===== src/include/qpipe_pkg.sv =====
// Package: constants and carriers for the four-phase fetch/execute sequencer
package qpipe_pkg;

    // ----------------------------------------
    // Widths
    // ----------------------------------------
    localparam int PTR_W = 13;
    localparam int WORD_W = 14;
    localparam int DADDR_W = 9;
    localparam int DATA_W = 8;
    localparam int STACK_DEPTH = 8;
    localparam int STACK_AW = 3;

    // ----------------------------------------
    // Reset values
    // ----------------------------------------
    localparam logic [PTR_W-1:0] PTR_RESET = 13'h0000;
    localparam logic [WORD_W-1:0] IDLE_WORD = 14'h0000;
    localparam logic [STACK_AW:0] STACK_CNT_RESET = 4'h0;

    // Phase sequence, Gray coded along the loop
    typedef enum logic [1:0] {
        PH_ONE = 2'b00,
        PH_TWO = 2'b01,
        PH_THREE = 2'b11,
        PH_FOUR = 2'b10
    } phase_e;

    // Flow-change request from the execute unit
    typedef enum logic [1:0] {
        FLOW_NONE = 2'b00,
        FLOW_JUMP = 2'b01,
        FLOW_CALL = 2'b10,
        FLOW_RETURN = 2'b11
    } flow_e;

    typedef struct packed {
        flow_e kind;
        logic [PTR_W-1:0] target;
    } flow_s;

    typedef struct packed {
        logic rd;
        logic wr;
        logic [DADDR_W-1:0] addr;
        logic [DATA_W-1:0] wdata;
    } dmem_req_s;

    typedef struct packed {
        phase_e phase;
        logic [PTR_W-1:0] pointer;
        logic [WORD_W-1:0] fetch_word;
        logic [WORD_W-1:0] instruction_holding_register;
        logic exec_valid;
        logic flush;
        logic [STACK_AW:0] stack_cnt;
        logic stack_overflow;
        logic [DATA_W-1:0] operand;
        dmem_req_s dmem;
    } core_state_s;

endpackage


===== src/core/qpipe_core.sv =====
// Four-phase fetch/execute sequencer with return-address stack
`timescale 1ns/1ps
module qpipe_core (
    // Clock and reset
    input wire logic REF_CLK,
    input wire logic ARST_N,
    // Program memory
    output logic [qpipe_pkg::PTR_W-1:0] PMEM_ADDR,
    output logic PMEM_RD,
    input wire logic [qpipe_pkg::WORD_W-1:0] PMEM_RDATA,
    // Data memory
    output qpipe_pkg::dmem_req_s DMEM_REQ,
    input wire logic [qpipe_pkg::DATA_W-1:0] DMEM_RDATA,
    // Execute unit
    output logic [qpipe_pkg::WORD_W-1:0] EXEC_WORD,
    output logic EXEC_VALID,
    output qpipe_pkg::phase_e PHASE,
    output logic [qpipe_pkg::DATA_W-1:0] EXEC_OPERAND,
    input wire logic [qpipe_pkg::DADDR_W-1:0] EXEC_DADDR,
    input wire logic EXEC_DRD,
    input wire logic EXEC_DWR,
    input wire logic [qpipe_pkg::DATA_W-1:0] EXEC_RESULT,
    input wire qpipe_pkg::flow_s EXEC_FLOW,
    // Status
    output logic [qpipe_pkg::PTR_W-1:0] INSTRUCTION_POINTER,
    output logic STACK_OVERFLOW
);
    import qpipe_pkg::*;

    // ----------------------------------------
    // State
    // ----------------------------------------
    core_state_s state;
    core_state_s next_state;
    logic stack_we;
    logic [STACK_AW-1:0] stack_waddr;
    logic [STACK_AW-1:0] stack_raddr;
    logic [PTR_W-1:0] stack_top;
    logic [PTR_W-1:0] return_ptr;

    // ----------------------------------------
    // Return-address stack
    // ----------------------------------------
    qpipe_stack #(
        .DEPTH(STACK_DEPTH),
        .AW(STACK_AW),
        .W(PTR_W)
    ) u_stack (
        .clk(REF_CLK),
        .arst_n(ARST_N),
        .we(stack_we),
        .waddr(stack_waddr),
        .wdata(return_ptr),
        .raddr(stack_raddr),
        .rdata(stack_top)
    );

    // The pointer runs one ahead of the word fetched behind the call, so the
    // fetch address is saved; saving the pointer would skip that word
    assign return_ptr = state.pointer - 13'h0001;
    // Count holds at full; overflow is flagged and each push then overwrites slot 0, which first held the oldest entry
    assign stack_waddr = state.stack_cnt[STACK_AW-1:0];
    assign stack_raddr = state.stack_cnt[STACK_AW-1:0] - 3'h1;
    // Push lands at the end of the execution cycle so the read register
    // always shows the current top by the next phase four
    assign stack_we = state.exec_valid && state.phase == PH_FOUR
        && EXEC_FLOW.kind == FLOW_CALL;

    // ----------------------------------------
    // Sequencing
    // ----------------------------------------
    always_comb
    begin
        next_state = state;
        next_state.dmem = '0;
        unique case (state.phase)
            PH_ONE:
            begin
                next_state.phase = PH_TWO;
                // Prefetched word enters the holding register, or an idle slot
                next_state.instruction_holding_register =
                    state.flush ? IDLE_WORD : state.fetch_word;
                next_state.exec_valid = !state.flush;
                next_state.flush = 1'b0;
                next_state.pointer = state.pointer + 13'h0001;
            end
            PH_TWO:
            begin
                next_state.phase = PH_THREE;
                // Operand read issued at the start of phase three
                next_state.dmem.rd = state.exec_valid && EXEC_DRD;
                next_state.dmem.addr = EXEC_DADDR;
            end
            PH_THREE:
            begin
                next_state.phase = PH_FOUR;
                if (state.dmem.rd)
                begin
                    next_state.operand = DMEM_RDATA;
                end
            end
            PH_FOUR:
            begin
                next_state.phase = PH_ONE;
                next_state.fetch_word = PMEM_RDATA;
                next_state.dmem.wr = state.exec_valid && EXEC_DWR;
                next_state.dmem.addr = EXEC_DADDR;
                next_state.dmem.wdata = EXEC_RESULT;
                if (state.exec_valid && EXEC_FLOW.kind != FLOW_NONE)
                begin
                    // Next cycle runs idle while the target is fetched
                    next_state.flush = 1'b1;
                    unique case (EXEC_FLOW.kind)
                        FLOW_RETURN:
                        begin
                            next_state.pointer = stack_top;
                            next_state.stack_cnt = state.stack_cnt - 4'h1;
                        end
                        FLOW_CALL:
                        begin
                            next_state.pointer = EXEC_FLOW.target;
                            if (state.stack_cnt == 4'(STACK_DEPTH))
                            begin
                                next_state.stack_overflow = 1'b1;
                            end
                            else
                            begin
                                next_state.stack_cnt = state.stack_cnt + 4'h1;
                            end
                        end
                        default:
                        begin
                            next_state.pointer = EXEC_FLOW.target;
                        end
                    endcase
                end
            end
        endcase
    end

    always_ff @(posedge REF_CLK or negedge ARST_N)
    begin
        if (!ARST_N)
        begin
            state.phase <= PH_ONE;
            state.pointer <= PTR_RESET;
            state.fetch_word <= IDLE_WORD;
            state.instruction_holding_register <= IDLE_WORD;
            state.exec_valid <= 1'b0;
            state.flush <= 1'b1;
            state.stack_cnt <= STACK_CNT_RESET;
            state.stack_overflow <= 1'b0;
            state.operand <= '0;
            state.dmem <= '0;
        end
        else
        begin
            state <= next_state;
        end
    end

    // ----------------------------------------
    // Outputs
    // ----------------------------------------
    // Program memory is addressed for the whole fetch cycle; word taken in phase four
    assign PMEM_ADDR = state.pointer - 13'h0001;
    assign PMEM_RD = state.phase == PH_FOUR;
    assign DMEM_REQ = state.dmem;
    assign EXEC_WORD = state.instruction_holding_register;
    assign EXEC_VALID = state.exec_valid;
    assign PHASE = state.phase;
    assign EXEC_OPERAND = state.operand;
    assign INSTRUCTION_POINTER = state.pointer;
    assign STACK_OVERFLOW = state.stack_overflow;
endmodule


===== src/core/qpipe_stack.sv =====
// Return-address stack memory with registered read data
`timescale 1ns/1ps
module qpipe_stack #(
    parameter int DEPTH = 8,
    parameter int AW = 3,
    parameter int W = 13
) (
    // Clock and reset
    input wire logic clk,
    input wire logic arst_n,
    // Write port
    input wire logic we,
    input wire logic [AW-1:0] waddr,
    input wire logic [W-1:0] wdata,
    // Read port
    input wire logic [AW-1:0] raddr,
    output logic [W-1:0] rdata
);
    logic [W-1:0] mem [DEPTH];

    // Storage holds no reset; only the read register is defined after reset
    always_ff @(posedge clk)
    begin
        if (we)
        begin
            mem[waddr] <= wdata;
        end
    end

    always_ff @(posedge clk or negedge arst_n)
    begin
        if (!arst_n)
        begin
            rdata <= '0;
        end
        else
        begin
            rdata <= mem[raddr];
        end
    end
endmodule


===== config.mk =====
export PLATFORM = sky130hd
export DESIGN_NAME = qpipe_core
export DESIGN_NICKNAME = d
export VERILOG_FILES = /design/src/include/qpipe_pkg.sv /design/src/core/qpipe_core.sv /design/src/core/qpipe_stack.sv
export SDC_FILE = /design/constraint.sdc
export NUM_CORES = 1
export LEC_CHECK = 0
export BUFFER_PORTS_ARGS = -buffer_cell sky130_fd_sc_hd__buf_4
export CORE_ASPECT_RATIO = 0.9
export CORE_UTILIZATION = 44
export DETAILED_ROUTE_END_ITERATION = 7
export PLACE_DENSITY_LB_ADDON = 0.08
export SLEW_MARGIN = 20
export SYNTH_ARGS = -nofsm -noshare
export SYNTH_HDL_FRONTEND = slang
export SYNTH_SLANG_ARGS = --single-unit

===== constraint.sdc =====
create_clock -name REF_CLK -period 3.8 [get_ports REF_CLK]
set_input_delay 0.76 -clock REF_CLK [delete_from_list [all_inputs] [get_ports REF_CLK]]
set_output_delay 0.76 -clock REF_CLK [all_outputs]
set_load 0.05 [all_outputs]

==> summary.md <==
| Metric | Value |
|---|---|
| Cells along the critical path | or4_4 > or4b_4 > nor3_2 > xor2_1 > buf_4 > buf_4 |
| Vias post-DR | between 4000 and 5000 |
| Class of the most critical setup path | reg2out |
| I/O pin total | 130 |
| Post-synthesis async set-or-reset flop share | 46.4% |
| Tot Pwr | ~6.8 mW |
| Placement-stage worst setup slack | 0.481 ns |
| Clock insertion delay at the later pin of the skew report | ~0.43 ns |
| Slowest stage delay, CP | 0.59 ns |
| Placeable Area | between 15000 and 20000 um^2 |
| Largest cells by area after synthesis | sky130_fd_sc_hd__edfxtp_1 37%, sky130_fd_sc_hd__dfrtp_1 27%, sky130_fd_sc_hd__mux4_2 7.0% |
| RSZ-0062 raised after global routing | no |
| Maximum fanout encountered on the critical timing path | 9 |
| Number of endpoints with negative hold slack in the final report | 0 |
| Final ANT Viol Nets | 0 |
| Area used by multi-input combinational logic | between 2000 and 2500 um^2 |
| Category of cells accounting for the largest share of critical-path delay | simple AND/OR/NAND/NOR gates |
| Crit-path slowest cell | sky130_fd_sc_hd__or4_4 |
| Count of filler cells inserted in the layout | 1549 |
| Final setup slack of the worst path | between 0.2 and 0.3 ns |
| Initial core utilization | 45.2% |
| Number of max-slew violations in the final report | 0 |
| First-pass detailed-route iteration total | 5 |
| Total congestion overflow | 0 |
| Critical Path Stages | 6 |
| Mapped Area | 8380 um^2 |
| Ant diodes | 0 |
| RePlAce Congestion | about 0.81 |
| Clock tree root buffer cell | sky130_fd_sc_hd__clkbuf_16 |
| Cell Count Post-Placement | 890 |
| Via count of the first global-routing pass | about 4800 |
| Max-cap viol count | 0 |
| Starting DRT DRC Count | between 300 and 400 |
| Final worst path period share | 92.5% |
| Pwr/cell area | between 600 and 700 nW/um^2 |
| Reg area | between 5000 and 6000 um^2 |
| Clock period minus final worst setup slack | 3.52 ns |
| All-Layer GR Usage | 19.0% |
| Buffer depth of the longest clock path | 2 |
| Area leader, netlist | sky130_fd_sc_hd__edfxtp_1 |
| First-pass GRT wire length | roughly 28000 um |
| Class of the tightest hold or removal check | in2async |
| Area of the die | 19600 um^2 |
| Most repeated cell in the gate-level netlist after synthesis | sky130_fd_sc_hd__edfxtp_1 |
| Number of buffers created by CTS | 17 |
| CTS tree | yes |
| Critical path capture point type | output pin |
| Area share of the leading cell type in the synthesized netlist | 37.3% |
| Gate count after technology mapping | 580 |
| IO buf count | between 100 and 150 |
| Critical Path AT | 2.76 ns |
| Relative slew margins | approximately a third |
| Setup Total Neg Slack | 0 ns |
| Net count after synthesis | 648 |
| Yosys cell types | 56 |
| Portion of the post-synthesis area used by sequential elements | between 60% and 70% |
| Crit-path most repeated cell | sky130_fd_sc_hd__buf_4 |
| Number of enable-type register cells in the synthesized netlist | 104 |
| Setup skew after layout | slightly below 0.006 ns |
| Floorplan row count | 47 |
| Top_reg_cell synth | sky130_fd_sc_hd__edfxtp_1 |
| Number of antenna violations at the first check in global routing | 0 |
| Leak pwr | 3.98 nW |
| Timing-limited maximum frequency | roughly 280 MHz |
| Die boundary height | 133 um |
| Final cell count without fillers | 924 |
| Maximum vdd drop | 358 uV |
| Critical path data required time | 3.04 ns |
| Area added between synthesis and finish | 17.4% |
| R2R depth | 6 |
| Total of endpoints with negative setup slack in the final report | 0 |
| Slew at the pin closest to its max-slew limit | around 1 ns |
| Number of warnings reported in the yosys synthesis log | 0 |
| Total Routed Length | 17600 um |
| Yosys reg bits | 194 |
| Net total in the final layout | 734 |
| Share of post-route cells with drive strength above 1 | 37.7% |
| Run status | finished, final reports clean |
| Combined buffer and inverter count along the critical path | 2 |
| Clock sinks | a little under 200 |
| Maximum number of pins on one net before global-route repair | 50 |
| Most frequent cells after synthesis | 104 x sky130_fd_sc_hd__edfxtp_1, 89 x sky130_fd_sc_hd__dfrtp_1, 56 x sky130_fd_sc_hd__buf_4 |
| Depth of the CTS H-tree | 4 |
| Detail Placement HPWL | 11600 um |
| Average wire per cell in the routed design | 19.0 um |
| Mean Syn Cell Area | 14.4 um^2 |
| Critical Path Source Type | flop |
| Post-detailed-route via-to-cell ratio | 5.17 |
| Die Wd | 147 um |
| Residual DRC | 0 |
| Register clock-pin slew on the reported worst setup and hold paths | 0.07 ns |
==> area by class of cell <==
class                           instances  area share (%)
Sequential cell                       194            54.7
Multi-Input combinational cell        276            24.2
Clock buffer                           18            4.36
Timing Repair Buffer                  152            11.6
Tap cell                              245            3.12
Inverter                               25           0.954
Clock inverter                         14            1.06
==> routing by layer <==
metal | GRT usage, % | vias to the layer above | wire [um]
li1 | - | 2220 | -
met1 | 25.6 | 2401 | 7900
met2 | 30.1 | 129 | 8470
met3 | 4.10 | 25 | 866
met4 | 7.56 | 0 | 340
met5 | 0 | - | 0
==> flip-flops by register name, indices dropped and copies added, names as in the netlist <==
signal	cells
INSTRUCTION_POINTER	13
EXEC_VALID	1
EXEC_WORD	14
STACK_OVERFLOW	1
u_stack.rdata	13
u_stack.mem	104
EXEC_OPERAND	8
state	16
DMEM_REQ	19
stack_waddr	3
PHASE	2
==> power by group <==
part           internal [mW]  switching [mW]  total, mW  leakage [nW]
sequential              2.55           0.159       2.71          2.04
combinational          0.962            1.46       2.42          1.68
clock                  0.845           0.792       1.64         0.256
total                   4.36            2.41       6.77          3.98
==> what timing repair did <==
| item | in CTS | in global routing |
|---|---|---|
| setup endpoints to repair | 1 | 2 |
| setup buffers | 0 | 2 |
| resized for setup | 1 | 1 |
| endpoints found under the hold margin | 0 | 0 |
| hold buffers | 0 | 0 |
==> path summary, 6_finish.rpt <==
check | start | end | slack [ns]
setup / recovery | INSTRUCTION_POINTER[5] | PMEM_ADDR[10] | 0.28
hold / removal | ARST_N | EXEC_OPERAND[3] | 0.34
setup reg to reg | PHASE[0] | INSTRUCTION_POINTER[4] | 1.34
hold reg to reg | state[49] | EXEC_WORD[1] | 0.48
max in group asynchronous | ARST_N | state[32] | 2.69
min in group REF_CLK | state[49] | EXEC_WORD[1] | 0.48
==> metrics by stage <==
step | hold slack, ns | utilization [%] | cell area, um^2
6_report | 0.343 | 53.1 | 9830
5_1_grt | 0.378 | 53.1 | 9830
4_1_cts | 0.352 | 53.0 | 9810
3_5_place_dp | 0.467 | 50.0 | 9270
3_3_place_gp | 0.455 | 50.0 | 9270
2_1_floorplan | 0.446 | - | 8380
==> kinds of logic (layout without fill, tap and decap cells) <==
family | count (synthesis) | after routing | synth area share [%]
XOR/XNOR | 15 | 15 | 1.57
AND/OR/NAND/NOR | 120 | 120 | 7.48
AO/OA/AOI/OAI | 56 | 56 | 4.27
flip-flops | 194 | 194 | 64.2
adder cells (fa/ha/maj) | 10 | 10 | 1.49
multiplexers | 75 | 75 | 13.4
buffers and inverters | 110 | 209 | 7.62
==> cells in the final DEF, fill, tap and decap left out, types with 2 or more instances in the layout <==
cell                         Yosys  layout
sky130_fd_sc_hd__a21oi_1         9       9
sky130_fd_sc_hd__a31oi_1         6       6
sky130_fd_sc_hd__a32oi_1         2       2
sky130_fd_sc_hd__and2_1         18      18
sky130_fd_sc_hd__and3_1          6       6
sky130_fd_sc_hd__buf_4          56     152
sky130_fd_sc_hd__clkbuf_16       0      17
sky130_fd_sc_hd__clkinv_1        0       2
sky130_fd_sc_hd__clkinv_2        0       2
sky130_fd_sc_hd__clkinvlp_4      0       2
sky130_fd_sc_hd__dfrtp_1        89      89
sky130_fd_sc_hd__edfxtp_1      104     104
sky130_fd_sc_hd__ha_1           10       9
sky130_fd_sc_hd__inv_1          25      25
sky130_fd_sc_hd__inv_6           0       4
sky130_fd_sc_hd__inv_8           0       2
sky130_fd_sc_hd__mux2_2         38      38
sky130_fd_sc_hd__mux2i_1        11      11
sky130_fd_sc_hd__mux4_2         26      26
sky130_fd_sc_hd__nand2_1        38      38
sky130_fd_sc_hd__nand2b_1        3       3
sky130_fd_sc_hd__nand3_1         5       5
sky130_fd_sc_hd__nand4_1         2       2
sky130_fd_sc_hd__nor2_1         22      22
sky130_fd_sc_hd__nor3_1          6       6
sky130_fd_sc_hd__nor4_1          5       5
sky130_fd_sc_hd__nor4b_1         2       2
sky130_fd_sc_hd__o21ai_0        20      20
sky130_fd_sc_hd__o221ai_1        3       3
sky130_fd_sc_hd__o22a_1          4       4
sky130_fd_sc_hd__xnor2_1         6       5
sky130_fd_sc_hd__xor2_1          9       8
No activity file was read; power rests on OpenSTA's default activity.
